===== config.mk =====
export PLATFORM = sky130hd
export DESIGN_NAME = mio_io_ctrl
export DESIGN_NICKNAME = d
export VERILOG_FILES = /design/src/inc/mio_pkg.sv /design/src/hdl/mio_debounce.sv /design/src/hdl/mio_dwell.sv /design/src/hdl/mio_io_ctrl.sv
export SDC_FILE = /design/constraint.sdc
export NUM_CORES = 2
export LEC_CHECK = 0
export ABC_AREA = 1
export BUFFER_PORTS_ARGS = -buffer_cell sky130_fd_sc_hd__buf_4
export CAP_MARGIN = 30
export CORE_UTILIZATION = 50
export DETAILED_ROUTE_END_ITERATION = 12
export GPL_TIMING_DRIVEN = 1
export PLACE_DENSITY = 0.66
export SLEW_MARGIN = 20
export SYNTH_ARGS = -nofsm -noshare
export SYNTH_HDL_FRONTEND = slang
export SYNTH_SLANG_ARGS = --single-unit

===== constraint.sdc =====
create_clock -name mclk_i -period 47.9 [get_ports mclk_i]
set_input_delay 2.395 -clock mclk_i [delete_from_list [all_inputs] [get_ports mclk_i]]
set_output_delay 2.395 -clock mclk_i [all_outputs]
set_load 0.03 [all_outputs]

===== src/inc/mio_pkg.sv =====
// Constants, register map and field layout of the machine I/O block
package mio_pkg;
  localparam int CLK_MHZ = 100;
  localparam int DEB_US  = 1000;
  localparam int DEB_CYC = DEB_US * CLK_MHZ;
  localparam int SEC_US  = 1000000;
  localparam int SEC_CYC = SEC_US * CLK_MHZ;
  localparam int NPRESS  = 2;
  localparam int NIN     = 10;
  localparam int NOUT    = 11;
  // Input vector positions
  localparam int I_JA    = 0;
  localparam int I_JB    = 1;
  localparam int I_RUN   = 2;
  localparam int I_SB    = 3;
  localparam int I_LOCK  = 4;
  localparam int I_CUT   = 5;
  localparam int I_PRS   = 6;
  localparam int I_MAT   = 7;
  localparam int I_PB    = 8;
  // Output vector positions
  localparam int O_FAST  = 0;
  localparam int O_SLOW  = 1;
  localparam int O_REV   = 2;
  localparam int O_SHEAR = 3;
  localparam int O_RUN   = 4;
  localparam int O_PRESS = 5;
  localparam int O_FWD   = 7;
  localparam int O_SPUSH = 8;
  localparam int O_PPUSH = 9;
  localparam int O_ITEM  = 10;
  // Register byte offsets
  localparam logic [7:0] OFS_CTRL   = 8'h00;
  localparam logic [7:0] OFS_MODE   = 8'h04;
  localparam logic [7:0] OFS_SDWELL = 8'h08;
  localparam logic [7:0] OFS_PDWELL = 8'h0C;
  localparam logic [7:0] OFS_IDWELL = 8'h10;
  localparam logic [7:0] OFS_HALT   = 8'h14;
  localparam logic [7:0] OFS_TIME   = 8'h18;
  localparam logic [7:0] OFS_DATE   = 8'h1C;
  localparam logic [7:0] OFS_HTIME  = 8'h20;
  localparam logic [7:0] OFS_HDATE  = 8'h24;
  localparam logic [7:0] OFS_FMT    = 8'h28;
  localparam logic [7:0] OFS_STATUS = 8'h2C;
  // Field positions
  localparam int C_ORDER = 0;
  localparam int C_ALARM = 1;
  localparam int C_ITEM  = 2;
  localparam int C_CUT   = 3;
  localparam int C_PRESS = 4;
  localparam int C_HOST  = 6;
  localparam int M_TWO   = 0;
  localparam int M_PUSH  = 1;
  localparam int T_SEC   = 0;
  localparam int T_MIN   = 8;
  localparam int T_HOUR  = 16;
  localparam int D_DAY   = 0;
  localparam int D_MON   = 8;
  localparam int D_YEAR  = 16;
  localparam int F_TOG   = 0;
  localparam int F_ACT   = 1;
  localparam int S_IN    = 0;
  localparam int S_OUT   = 10;
  localparam int S_RUN   = 21;
  localparam int S_ERR   = 22;
  // Masks and reset values
  localparam logic [31:0] CTRL_MASK = 32'h0000_0043;
  localparam logic [31:0] MODE_MASK = 32'h0000_0003;
  localparam logic [31:0] HALT_MASK = 32'h0007_FFFF;
  localparam logic [31:0] RST_DWELL = 32'h0000_0064;
  localparam logic [4:0]  RST_DAY   = 5'h01;
  localparam logic [3:0]  RST_MON   = 4'h1;
  localparam logic [11:0] RST_YEAR  = 12'h7D0;
endpackage : mio_pkg


===== src/hdl/mio_debounce.sv =====
// Three-stage synchroniser and per-bit debounce filter
module mio_debounce #(
  parameter int N   = 1,
  parameter int CYC = 2
) (
  input  wire logic         mclk_i,
  input  wire logic         reset_i,
  input  wire logic [N-1:0] raw_i,
  output logic      [N-1:0] clean_o
);
  localparam int CW = $clog2(CYC + 1);
  logic [N-1:0]  s1_r, s2_r, s3_r, cl_r, cl_nxt;
  logic [CW-1:0] cnt_r [N];
  logic [CW-1:0] cnt_nxt [N];

  // A level counts only once stages two and three agree for CYC cycles
  always_comb begin
    for (int k = 0; k < N; k++) begin
      cl_nxt[k]  = cl_r[k];
      cnt_nxt[k] = '0;
      if (s2_r[k] == s3_r[k] && s3_r[k] != cl_r[k]) begin
        if (cnt_r[k] == CW'(CYC - 1)) begin
          cl_nxt[k] = s3_r[k];
        end else begin
          cnt_nxt[k] = cnt_r[k] + 1'b1;
        end
      end
    end
  end

  always_ff @(posedge mclk_i or posedge reset_i) begin
    if (reset_i) begin
      s1_r <= '0;
      s2_r <= '0;
      s3_r <= '0;
      cl_r <= '0;
      for (int k = 0; k < N; k++) cnt_r[k] <= '0;
    end else begin
      s1_r <= raw_i;
      s2_r <= s1_r;
      s3_r <= s2_r;
      cl_r <= cl_nxt;
      for (int k = 0; k < N; k++) cnt_r[k] <= cnt_nxt[k];
    end
  end

  assign clean_o = cl_r;
endmodule : mio_debounce


===== src/hdl/mio_dwell.sv =====
// Timed solenoid pulse with early end on bottom of stroke
module mio_dwell (
  input  wire logic        mclk_i,
  input  wire logic        reset_i,
  input  wire logic        start_i,
  input  wire logic        stop_i,
  input  wire logic [31:0] dwell_i,
  output logic             on_o
);
  logic        on_r, on_nxt;
  logic [31:0] cnt_r, cnt_nxt;

  // Stop beats start so a late bottom pulse never retriggers
  always_comb begin
    on_nxt  = on_r;
    cnt_nxt = cnt_r;
    if (stop_i) begin
      on_nxt  = 1'b0;
      cnt_nxt = '0;
    end else if (on_r) begin
      if (cnt_r + 32'd1 >= dwell_i) begin
        on_nxt  = 1'b0;
        cnt_nxt = '0;
      end else begin
        cnt_nxt = cnt_r + 32'd1;
      end
    end else if (start_i) begin
      on_nxt  = 1'b1;
      cnt_nxt = '0;
    end
  end

  always_ff @(posedge mclk_i or posedge reset_i) begin
    if (reset_i) begin
      on_r  <= 1'b0;
      cnt_r <= '0;
    end else begin
      on_r  <= on_nxt;
      cnt_r <= cnt_nxt;
    end
  end

  assign on_o = on_r;
endmodule : mio_dwell


===== src/hdl/mio_io_ctrl.sv =====
// Machine discrete I/O control with Wishbone registers
module mio_io_ctrl #(
  parameter int DEB_CYC = mio_pkg::DEB_CYC,
  parameter int SEC_CYC = mio_pkg::SEC_CYC
) (
  input  wire logic                      mclk_i,
  input  wire logic                      reset_i,
  input  wire logic                      wb_cyc_i,
  input  wire logic                      wb_stb_i,
  input  wire logic                      wb_we_i,
  input  wire logic [7:0]                wb_adr_i,
  input  wire logic [3:0]                wb_sel_i,
  input  wire logic [31:0]               wb_dat_i,
  output logic      [31:0]               wb_dat_o,
  output logic                           wb_ack_o,
  input  wire logic                      jog_ahead_in_n_i,
  input  wire logic                      jog_back_in_n_i,
  input  wire logic                      run_in_n_i,
  input  wire logic                      shear_bottom_in_n_i,
  input  wire logic                      lockout_in_n_i,
  input  wire logic                      hand_cut_in_n_i,
  input  wire logic                      hand_press_in_n_i,
  input  wire logic                      material_in_i,
  input  wire logic [mio_pkg::NPRESS-1:0] press_bottom_in_n_i,
  output logic                           fast_o,
  output logic                           slow_o,
  output logic                           reverse_o,
  output logic                           forward_o,
  output logic                           run_o,
  output logic                           shear_down_o,
  output logic      [mio_pkg::NPRESS-1:0] press_down_o,
  output logic                           shear_die_push_out_o,
  output logic                           press_die_push_out_o,
  output logic                           line_item_done_out_o
);
  localparam int PW = $clog2(SEC_CYC);

  function automatic logic [31:0] merge(input logic [31:0] old,
                                        input logic [31:0] nw,
                                        input logic [3:0]  sel);
    logic [31:0] r;
    r = old;
    for (int b = 0; b < 4; b++) begin
      if (sel[b]) r[8*b +: 8] = nw[8*b +: 8];
    end
    return r;
  endfunction : merge

  function automatic logic rise(input logic now, input logic was);
    return now & ~was;
  endfunction : rise

  function automatic logic [4:0] dim(input logic [3:0]  m,
                                     input logic [11:0] y);
    if (m == 4'h2) return (y[1:0] == 2'b00) ? 5'd29 : 5'd28;
    if (m == 4'h4 || m == 4'h6 || m == 4'h9 || m == 4'hB) return 5'd30;
    return 5'd31;
  endfunction : dim

  // Inputs: pins read 0 when closed to common, except material_in_i which is taken active high
  logic [mio_pkg::NIN-1:0] raw, in_c, in_p_r;
  assign raw = {~press_bottom_in_n_i,
                material_in_i,
                ~hand_press_in_n_i, ~hand_cut_in_n_i, ~lockout_in_n_i,
                ~shear_bottom_in_n_i, ~run_in_n_i, ~jog_back_in_n_i,
                ~jog_ahead_in_n_i};

  mio_debounce #(.N(mio_pkg::NIN), .CYC(DEB_CYC)) u_deb (
    .mclk_i  (mclk_i),
    .reset_i (reset_i),
    .raw_i   (raw),
    .clean_o (in_c)
  );

  // Bus slave: one wait state, unmapped reads return zero
  logic        ack_r, ack_nxt, req, wr;
  logic [31:0] rd_r, rd_nxt, wdat;
  assign req = wb_cyc_i & wb_stb_i & ~ack_r;
  assign wr  = req & wb_we_i;

  logic [31:0] ctrl_r, ctrl_nxt, mode_r, mode_nxt, halt_r, halt_nxt;
  logic [31:0] sdw_r, sdw_nxt, pdw_r, pdw_nxt, idw_r, idw_nxt;
  logic        err_r, err_nxt, prot_wr, locked;
  logic        fpend_r, fpend_nxt, fact_r, fact_nxt;
  logic        item_go, cut_go;
  logic [mio_pkg::NPRESS-1:0] press_go;

  logic [5:0]    sec_r, sec_nxt, min_r, min_nxt;
  logic [4:0]    hour_r, hour_nxt, day_r, day_nxt;
  logic [3:0]    mon_r, mon_nxt;
  logic [11:0]   year_r, year_nxt;
  logic [PW-1:0] pre_r, pre_nxt;
  logic [31:0]   tword, dword;
  logic          set_t, set_d, tick;
  logic [mio_pkg::NOUT-1:0] out_r, out_nxt;

  assign tword = {11'h0, hour_r, 2'h0, min_r, 2'h0, sec_r};
  assign dword = {4'h0, year_r, 4'h0, mon_r, 3'h0, day_r};
  assign locked = in_c[mio_pkg::I_LOCK];

  always_comb begin
    wdat = '0;
    unique case (wb_adr_i)
      mio_pkg::OFS_CTRL:   wdat = ctrl_r;
      mio_pkg::OFS_MODE:   wdat = mode_r;
      mio_pkg::OFS_SDWELL: wdat = sdw_r;
      mio_pkg::OFS_PDWELL: wdat = pdw_r;
      mio_pkg::OFS_IDWELL: wdat = idw_r;
      mio_pkg::OFS_HALT:   wdat = halt_r;
      mio_pkg::OFS_TIME,
      mio_pkg::OFS_HTIME:  wdat = tword;
      mio_pkg::OFS_DATE,
      mio_pkg::OFS_HDATE:  wdat = dword;
      mio_pkg::OFS_FMT:    wdat = {30'h0, fact_r, fpend_r};
      mio_pkg::OFS_STATUS: wdat = {9'h0, err_r, out_r[mio_pkg::O_RUN],
                                   out_r, in_c};
      default:             wdat = '0;
    endcase
    ack_nxt = req;
    rd_nxt  = req ? wdat : rd_r;
    wdat    = merge(wdat, wb_dat_i, wb_sel_i);
  end

  // Setup registers; lockout protects only the mode and dwell registers
  always_comb begin
    ctrl_nxt  = ctrl_r;
    mode_nxt  = mode_r;
    sdw_nxt   = sdw_r;
    pdw_nxt   = pdw_r;
    idw_nxt   = idw_r;
    halt_nxt  = halt_r;
    fpend_nxt = fpend_r;
    fact_nxt  = fact_r;
    item_go   = 1'b0;
    cut_go    = 1'b0;
    press_go  = '0;
    prot_wr   = wr & (wb_adr_i == mio_pkg::OFS_MODE ||
                      wb_adr_i == mio_pkg::OFS_SDWELL ||
                      wb_adr_i == mio_pkg::OFS_PDWELL ||
                      wb_adr_i == mio_pkg::OFS_IDWELL);
    // Error flag: a new rejection wins over a clear in the same cycle
    err_nxt = (err_r & ~(wr & wb_adr_i == mio_pkg::OFS_STATUS &
                         wdat[mio_pkg::S_ERR])) |
              (prot_wr & locked);
    if (wr) begin
      unique case (wb_adr_i)
        mio_pkg::OFS_CTRL: begin
          ctrl_nxt = wdat & mio_pkg::CTRL_MASK;
          item_go  = wb_sel_i[0] & wb_dat_i[mio_pkg::C_ITEM];
          cut_go   = wb_sel_i[0] & wb_dat_i[mio_pkg::C_CUT];
          press_go = {mio_pkg::NPRESS{wb_sel_i[0]}} &
                     wb_dat_i[mio_pkg::C_PRESS +: mio_pkg::NPRESS];
        end
        mio_pkg::OFS_MODE:   if (!locked) mode_nxt = wdat & mio_pkg::MODE_MASK;
        mio_pkg::OFS_SDWELL: if (!locked) sdw_nxt = wdat;
        mio_pkg::OFS_PDWELL: if (!locked) pdw_nxt = wdat;
        mio_pkg::OFS_IDWELL: if (!locked) idw_nxt = wdat;
        mio_pkg::OFS_HALT:   halt_nxt = wdat & mio_pkg::HALT_MASK;
        mio_pkg::OFS_FMT: begin
          // Confirm commits the choice shown before this write's toggle
          if (wdat[mio_pkg::F_ACT]) fact_nxt = fpend_r;
          if (wdat[mio_pkg::F_TOG]) fpend_nxt = ~fpend_r;
        end
        default: ;
      endcase
    end
  end

  always_ff @(posedge mclk_i or posedge reset_i) begin
    if (reset_i) begin
      ack_r   <= 1'b0;
      rd_r    <= '0;
      ctrl_r  <= '0;
      mode_r  <= '0;
      sdw_r   <= mio_pkg::RST_DWELL;
      pdw_r   <= mio_pkg::RST_DWELL;
      idw_r   <= mio_pkg::RST_DWELL;
      halt_r  <= '0;
      err_r   <= 1'b0;
      fpend_r <= 1'b0;
      fact_r  <= 1'b0;
    end else begin
      ack_r   <= ack_nxt;
      rd_r    <= rd_nxt;
      ctrl_r  <= ctrl_nxt;
      mode_r  <= mode_nxt;
      sdw_r   <= sdw_nxt;
      pdw_r   <= pdw_nxt;
      idw_r   <= idw_nxt;
      halt_r  <= halt_nxt;
      err_r   <= err_nxt;
      fpend_r <= fpend_nxt;
      fact_r  <= fact_nxt;
    end
  end

  // Calendar clock; a write suppresses the pending tick
  always_comb begin
    set_t = wr & ((wb_adr_i == mio_pkg::OFS_TIME &
                   ~ctrl_r[mio_pkg::C_HOST]) |
                  wb_adr_i == mio_pkg::OFS_HTIME);
    set_d = wr & ((wb_adr_i == mio_pkg::OFS_DATE &
                   ~ctrl_r[mio_pkg::C_HOST]) |
                  wb_adr_i == mio_pkg::OFS_HDATE);
    tick     = pre_r == PW'(SEC_CYC - 1);
    sec_nxt  = sec_r;
    min_nxt  = min_r;
    hour_nxt = hour_r;
    day_nxt  = day_r;
    mon_nxt  = mon_r;
    year_nxt = year_r;
    pre_nxt  = pre_r + 1'b1;
    if (set_t || set_d) begin
      pre_nxt = '0;
      if (set_t) begin
        sec_nxt  = wdat[mio_pkg::T_SEC +: 6];
        min_nxt  = wdat[mio_pkg::T_MIN +: 6];
        hour_nxt = wdat[mio_pkg::T_HOUR +: 5];
      end
      if (set_d) begin
        day_nxt  = wdat[mio_pkg::D_DAY +: 5];
        mon_nxt  = wdat[mio_pkg::D_MON +: 4];
        year_nxt = wdat[mio_pkg::D_YEAR +: 12];
      end
    end else if (tick) begin
      pre_nxt = '0;
      sec_nxt = sec_r + 1'b1;
      if (sec_r >= 6'd59) begin
        sec_nxt = '0;
        min_nxt = min_r + 1'b1;
        if (min_r >= 6'd59) begin
          min_nxt  = '0;
          hour_nxt = hour_r + 1'b1;
          if (hour_r >= 5'd23) begin
            hour_nxt = '0;
            day_nxt  = day_r + 1'b1;
            if (day_r >= dim(mon_r, year_r)) begin
              day_nxt = 5'd1;
              mon_nxt = mon_r + 1'b1;
              if (mon_r >= 4'd12) begin
                mon_nxt  = 4'd1;
                year_nxt = year_r + 1'b1;
              end
            end
          end
        end
      end
    end
  end

  always_ff @(posedge mclk_i or posedge reset_i) begin
    if (reset_i) begin
      sec_r  <= '0;
      min_r  <= '0;
      hour_r <= '0;
      day_r  <= mio_pkg::RST_DAY;
      mon_r  <= mio_pkg::RST_MON;
      year_r <= mio_pkg::RST_YEAR;
      pre_r  <= '0;
    end else begin
      sec_r  <= sec_nxt;
      min_r  <= min_nxt;
      hour_r <= hour_nxt;
      day_r  <= day_nxt;
      mon_r  <= mon_nxt;
      year_r <= year_nxt;
      pre_r  <= pre_nxt;
    end
  end

  // Dwell timers for shear, presses and item complete
  logic                       sh_on, item_on;
  logic [mio_pkg::NPRESS-1:0] pr_on;

  mio_dwell u_shear (
    .mclk_i  (mclk_i),
    .reset_i (reset_i),
    .start_i (cut_go | rise(in_c[mio_pkg::I_CUT],
                            in_p_r[mio_pkg::I_CUT])),
    .stop_i  (rise(in_c[mio_pkg::I_SB], in_p_r[mio_pkg::I_SB])),
    .dwell_i (sdw_r),
    .on_o    (sh_on)
  );

  for (genvar k = 0; k < mio_pkg::NPRESS; k++) begin : g_press
    mio_dwell u_press (
      .mclk_i  (mclk_i),
      .reset_i (reset_i),
      .start_i (press_go[k] | rise(in_c[mio_pkg::I_PRS],
                                   in_p_r[mio_pkg::I_PRS])),
      .stop_i  (rise(in_c[mio_pkg::I_PB + k],
                     in_p_r[mio_pkg::I_PB + k])),
      .dwell_i (pdw_r),
      .on_o    (pr_on[k])
    );
  end

  mio_dwell u_item (
    .mclk_i  (mclk_i),
    .reset_i (reset_i),
    .start_i (item_go),
    .stop_i  (1'b0),
    .dwell_i (idw_r),
    .on_o    (item_on)
  );

  // Movement drive; jog only acts while not running
  logic run_ok, jf, jr;
  always_comb begin
    run_ok = in_c[mio_pkg::I_RUN] & ctrl_r[mio_pkg::C_ORDER] &
             ~ctrl_r[mio_pkg::C_ALARM];
    jf = ~run_ok & in_c[mio_pkg::I_JA] & ~in_c[mio_pkg::I_JB];
    jr = ~run_ok & in_c[mio_pkg::I_JB] & ~in_c[mio_pkg::I_JA];
    out_nxt = '0;
    out_nxt[mio_pkg::O_FAST]  = run_ok | ((jf | jr) & ~mode_r[mio_pkg::M_TWO]);
    out_nxt[mio_pkg::O_SLOW]  = (jf | jr) & mode_r[mio_pkg::M_TWO];
    out_nxt[mio_pkg::O_REV]   = jr;
    out_nxt[mio_pkg::O_FWD]   = run_ok | jf;
    out_nxt[mio_pkg::O_RUN]   = run_ok;
    out_nxt[mio_pkg::O_SHEAR] = sh_on;
    out_nxt[mio_pkg::O_PRESS +: mio_pkg::NPRESS] = pr_on;
    out_nxt[mio_pkg::O_SPUSH] = sh_on & mode_r[mio_pkg::M_PUSH];
    out_nxt[mio_pkg::O_PPUSH] = (|pr_on) & mode_r[mio_pkg::M_PUSH];
    out_nxt[mio_pkg::O_ITEM]  = item_on;
  end

  always_ff @(posedge mclk_i or posedge reset_i) begin
    if (reset_i) begin
      out_r  <= '0;
      in_p_r <= '0;
    end else begin
      out_r  <= out_nxt;
      in_p_r <= in_c;
    end
  end

  // Same flops feed pins and status; a status read returns the drive as registered the cycle before its ack
  assign fast_o               = out_r[mio_pkg::O_FAST];
  assign slow_o               = out_r[mio_pkg::O_SLOW];
  assign reverse_o            = out_r[mio_pkg::O_REV];
  assign forward_o            = out_r[mio_pkg::O_FWD];
  assign run_o                = out_r[mio_pkg::O_RUN];
  assign shear_down_o         = out_r[mio_pkg::O_SHEAR];
  assign press_down_o         = out_r[mio_pkg::O_PRESS +: mio_pkg::NPRESS];
  assign shear_die_push_out_o = out_r[mio_pkg::O_SPUSH];
  assign press_die_push_out_o = out_r[mio_pkg::O_PPUSH];
  assign line_item_done_out_o = out_r[mio_pkg::O_ITEM];
  assign wb_ack_o             = ack_r;
  assign wb_dat_o             = rd_r;
endmodule : mio_io_ctrl


== Word-level counts from Yosys, hierarchy flattened ==
Index checks and enable logic that the tools add are counted.
Storage, ports and cells
  register bits: 584
  logic and storage cells: 372
  output and inout port bits: 44
Cells by class
  magnitude comparators: 9
  reductions and logical operators: 56
  bitwise operators: 62
  equal/unequal tests: 49
  mux-type cells: 124
  add/subtract/negate cells: 21
Operators by type and width (count)
  $mux 32: 15
  $mux 17: 20
  $pmux 32 s10: 1
  $add 17x1->17 const B: 10
  $eq 17x17->1 const B: 10
  $add 32x1->32 const B: 4
  $ge 32x32->1: 4
  $mux 5: 22
  $mux 12: 8
  $mux 27: 2
  $mux 6: 9
  $mux 1: 33
  $eq 8x5->1 const B: 4
  $eq 8x6->1 const B: 4
  $mux 4: 8
  $mux 8: 4
  $and 1x1->1: 29
  $add 27x1->27 const B: 1
  $eq 27x27->1 const B: 1
  $reduce_and 2->1: 13
  $not 1->1: 22
  $reduce_and 3->1: 7
  $eq 8x4->1 const B: 2
  $reduce_bool 2->1: 7
  29 further kinds: 81

== Depth between registers and ports, before layout ==
  depth in word-level cells: 27
  gate-level depth with buffers: 20
  depth with buffers taken out: 19

== Modules after synthesis ==
A second synthesis with hierarchy kept.
Unflattened totals
  cells, all modules: 5171
  area, all modules: 36657.7 um^2
By module, submodules not included
  mio_dwell: area each 3273.1 um^2, cells each 522, instances 4, sequential area each 825.8 um^2
  mio_io_ctrl: area each 12722.2 um^2, cells each 1693, instances 1, sequential area each 5952.0 um^2
  mio_debounce: area each 10842.9 um^2, cells each 1390, instances 1, sequential area each 5255.0 um^2

== Worst setup path after synthesis ==
OpenSTA, ideal clock, no wires.
  path kind: input to register
  from: input port wb_cyc_i
  to: register year_r[2]
  arrival: 3679 ps
  data required time: 47784 ps
  setup time: 116 ps
  stages: 11
  setup slack: 44104 ps
  cells stage by stage: nand2_1 > nor2_2 > nand2_1 > inv_2 > nand2_4 > nand3_2 > buf_6 > nand4_2 > buf_2 > nand2_1 > nand2_1
On the way
  cells in the longest elaborated chain, start to end: 7
  elaborated cells on any way between the ends: 15
  classes of those cells: 1 x eq/ne; 1 x mux; 5 x bitwise; 8 x reduce/logical
Ends and longest elaborated chain
  from (decl): line mio_io_ctrl.sv:8  | input wire logic wb_cyc_i,
  $and 1x1->1 (*) (2 in a row): line mio_io_ctrl.sv:78  | assign req = wb_cyc_i & wb_stb_i & ~ack_r;
  $and 1x1->1 (*): line mio_io_ctrl.sv:79  | assign wr = req & wb_we_i;
  $and 1x1->1 (on tied branches): line mio_io_ctrl.sv:199, mio_io_ctrl.sv:202
  $logic_or 1x1->1: line mio_io_ctrl.sv:213  | if (set_t || set_d) begin
  $ne 2x2->1 (no source line) or $reduce_bool 2->1 (tied branches)
  $reduce_and 7->1 (no source line)
  to (signal assigned): line mio_io_ctrl.sv:258  | year_r <= mio_pkg::RST_YEAR;
  to (signal assigned): line mio_io_ctrl.sv:266  | year_r <= year_nxt;
  to (decl): line mio_io_ctrl.sv:91  | logic [11:0] year_r, year_nxt;
Every way passes the cells marked *; elsewhere a longest branch is shown, timed or not.
A chain may end at the register's enable or synchronous reset.

== Final worst setup path ==
  from: input port wb_adr_i[6]
  to: register sdw_r[22]
On the way
  cells in the longest elaborated chain, start to end: 4
  elaborated cells on any way between the ends: 17
  classes of those cells: 11 x eq/ne; 2 x mux; 4 x reduce/logical
Ends and longest elaborated chain
  from (decl): line mio_io_ctrl.sv:11  | input wire logic [7:0] wb_adr_i,
  $eq 8x5->1 or $eq 8x6->1 (tied branches): line mio_io_ctrl.sv:103  | unique case (wb_adr_i)
  $reduce_or 2->1: line mio_io_ctrl.sv:103
  $pmux 32 s10: line mio_io_ctrl.sv:103
  $mux 8: line mio_io_ctrl.sv:44  | if (sel[b]) r[8*b +: 8] = nw[8*b +: 8];
  to (signal assigned): line mio_io_ctrl.sv:175  | sdw_r <= mio_pkg::RST_DWELL;
  to (signal assigned): line mio_io_ctrl.sv:187  | sdw_r <= sdw_nxt;
  to (decl): line mio_io_ctrl.sv:82  | logic [31:0] sdw_r, sdw_nxt, pdw_r, pdw_nxt, idw_r, idw_nxt;
Several ways; a longest one is shown, not always the timed one.

==> qor.yml <==
layout_setup_ws_ns: 42.88
final_layout_size_suffix_gt1_share_pct: 7.22
slowest_stage: "nor2_2"
rows: 95
drc_errors: 0
max_cap_violations: 0
synthesis.area_sq_um: 34100
first_global_vias: 28700
postSynthAreaPerCell_sq_um: 7.38
power.net_switching_mw: 0.469
fillers: 6334
ant_nets: 0
clock_sink_count: 579
tightest_slew_ns: 0.958
relSlewSlack_pct: 36.0
maximum_number_of_pins_on_one_net_before_global_route_repair: 147
p_int_mw: 0.934
synth_top_cell_by_area: "dfrtp_1"
postRouteWirelength_mm: 99.6
numPortBuffers: 102
timing.critical_path.arrival_ns: 5.54
crit_chain: "buf_4, inv_1, nand2_1, nor2_1, nand2_1, nor2_2, inv_1, o21ai_0"
fin_crit_sh_pct: 10.5
clock_buffers_created_by_tritoncts: 68
antenna_found_initial: 0
max_clock_skew_ns: 0.0263
dp.final_hpwl_mm: 74.2
floorplan.io_pins: 103
max-vdd-ir-drop_v: 0.0000326
vias_per_cell: 5.40
synth-main-ff-cell: "dfrtp_1"
report.final.hold_viol_count: 0
clockPowerShare_pct: 37.6
ys_async_sr_fraction_pct: 100
number_of_buffers_inserted_by_hold_repair_at_cts: 0
finalSetupViolations: 0
postSynthRegisterBits: 579
slew_violations: 0
cts-resized-gates: 0
number_of_search_and_repair_iterations_in_the_first_detailed_routing_pass: 7
synth_edf_count: 0
layout.cells.most_common: "nand2_1"
share_seq_of_total_power_pct: 38.6
net_count_after_synthesis: 4841
clkTransAtPathRegs_ns: 0.06
layout.cells.most_common_list: "nand2_1, nor2_1, inv_1"
worstHoldPathType: "reg -> reg"
grt_util_all_layers_pct: 28.8
path_max_fanout: 24
timing.hold.ws_ns: 0.346
cts-htree-levels: 3
post_cts.repair.setup_buffers: 0
power.share.combinational_pct: 23.8
avgRoutedWirePerCell_microns: 17.6
worst_path_dominant_cell_family: "simple AND/OR/NAND/NOR gates"
crit_path_end_kind: "flop"
static-leakage-power_nw: 19.0
globalplace.congestion: 0.966
yosysWarningCount: 0
gr-total-overflow: 0
period_needed_ns: 5.02
area_growth_syn_to_layout_pct: 11.8
synth_cell_types: 56
insertion_delay_ns: 0.63
starting_utilization_of_the_core_area_pct: 50.7
die_w_microns: 263
part_of_the_yosys_area_used_for_sequential_elements_pct: 42.5
synth_top_cell_area_share_pct: 41.2
grt_first_pass_wirelength_mm: 158
final_core_utilization_pct: 56.7
netlist_top_cells_area: "dfrtp_1, nand2_1, nor2_1, inv_1, ha_1"
worstSetupPathType: "in -> reg"
vias: 30500
setup-tns-final_ns: 0
clockRootBuffer: "clkbuf_16"
maxClockFrequency_mhz: 199
status: "complete, no violations"
power_density_over_cell_area_nw_per_um2: 36.7
worstPathBufferInverterCount: 3
cts-root-to-sink-buffers: 3
rsz0062_at_grt: "no"
synthesis.instances: 4627
preCtsSetupSlack_ns: 42.28
design.final.nets: 4943
floorplan.core_area_sq_um: 67400
cp_data_required_time_ns: 48.43
drt_iter0_markers: 2534
worst_setup_path_start_kind: "input pin"
power.switching_fraction_pct: 33.4
dieHeight_microns: 263
floorplan.die_area_sq_um: 69300
worst_path_largest_cell_delay_ns: 0.76
clock_tree_from_tritoncts: "built"
reg2reg_setup_slack_ns: 43.86
## worst register-to-register path, cell delays in order (launching register included)
cell and delay (ns):
dfrtp_1 0.40, inv_1 0.10, nor3_1 0.60, nand2_1 0.10, nor2_1 0.22, nand2_1 0.12, xor2_1 0.13, inv_1 0.07
ha_1 0.30, nand2_1 0.07, nor2_1 0.24, nand4_1 0.17, nor4_1 0.39, nand3_1 0.13, nand3_1 0.43, buf_4 0.34
o21ai_0 0.12
## cell type report
cell class	count	area (sq um)	share of cell area, %
clock buffer	104	2020	5.29
sequential	579	14500	38.0
inverter	593	2240	5.86
clock inverter	17	220	0.577
antenna	1	2.50	0.00655
timing repair buffer	133	1120	2.93
tap	873	1090	2.86
multi-input combinational	3354	17000	44.5
## kinds of logic after synthesis
logic type | Yosys count | share of synthesized area, %
XOR/XNOR | 153 | 3.92
AO/OA/AOI/OAI | 565 | 9.02
buffers and inverters | 694 | 7.84
AND/OR/NAND/NOR | 2480 | 31.0
multiplexers | 1 | 0.0293
adder cells (fa/ha/maj) | 155 | 5.68
flip-flops | 579 | 42.5
## final timing paths
kind / endpoint / depth (start not counted) / startpoint
max in group asynchronous: u_shear.cnt_r[18]$_DFFE_PP0P_ / 4 / reset_i
worst max register to register: g_press[0].u_press.cnt_r[11]$_DFFE_PP0P_ / 16 / g_press[0].u_press.cnt_r[14]$_DFFE_PP0P_
worst min-delay path: u_deb.s2_r[2]$_DFF_PP0_ / 0 / u_deb.s1_r[2]$_DFF_PP0_
worst max-delay path: sdw_r[22]$_DFFE_PP0P_ / 8 / wb_adr_i[6]
min in group asynchronous: u_deb.cnt_r[51]$_DFF_PP0_ / 2 / reset_i
worst min register to register: u_deb.s2_r[2]$_DFF_PP0_ / 0 / u_deb.s1_r[2]$_DFF_PP0_
## per-stage QoR
stage | cell area, sq um | power (mW) | cells
floorplan | 34100 | 0.778 | 4627
global placement | 35800 | 0.868 | 5522
detailed placement | 35900 | 0.877 | 5528
CTS | 38100 | 1.41 | 5649
global route | 38200 | 1.48 | 5653
finish | 38200 | 1.40 | 5654
## power by group through the flow
stage | combinational, mW | sequential, mW | clock, mW
floorplan | 0.231 | 0.546 | 0
global placement | 0.320 | 0.548 | 0
detailed placement | 0.328 | 0.548 | 0
CTS | 0.330 | 0.540 | 0.536
global route | 0.377 | 0.544 | 0.554
finish | 0.334 | 0.541 | 0.528
## metal layers
metal | GRT usage [%] | up-vias | routed length (microns)
met3 | 5.29 | 146 | 7110
met4 | 9.18 | 0 | 3110
met5 | 0 | - | 0
li1 | - | 15200 | -
met1 | 41.6 | 14300 | 45600
met2 | 43.9 | 958 | 43800
## Yosys cell counts (31+ instances only)
master and n:
nand4_1 114, a21oi_1 154, nor3_1 125, nor4_1 33
a31oi_1 33, o21ai_0 276, clkbuf_1 66, nand3_1 272
or2_2 31, nor2_1 615, ha_1 155, xnor2_1 43
inv_1 581, xor2_1 110, dfrtp_1 562, nand2_1 1212
## registers in the layout, summed over array words and instances, names as in the netlist, 4 cells and up
signal	flops
u_deb.s2_r	10
pre_r	27
u_item.cnt_r	32
halt_r	19
year_r	12
mon_r	4
min_r	6
idw_r	32
hour_r	5
u_deb.cnt_r	170
u_deb.s3_r	10
in_p_r	5
sdw_r	32
u_deb.s1_r	10
sec_r	6
wb_dat_o	32
g_press.u_press.cnt_r	64
pdw_r	32
u_shear.cnt_r	32
day_r	5
out_r	11
u_deb.clean_o	10
No activity file was read; power rests on OpenSTA's default activity.
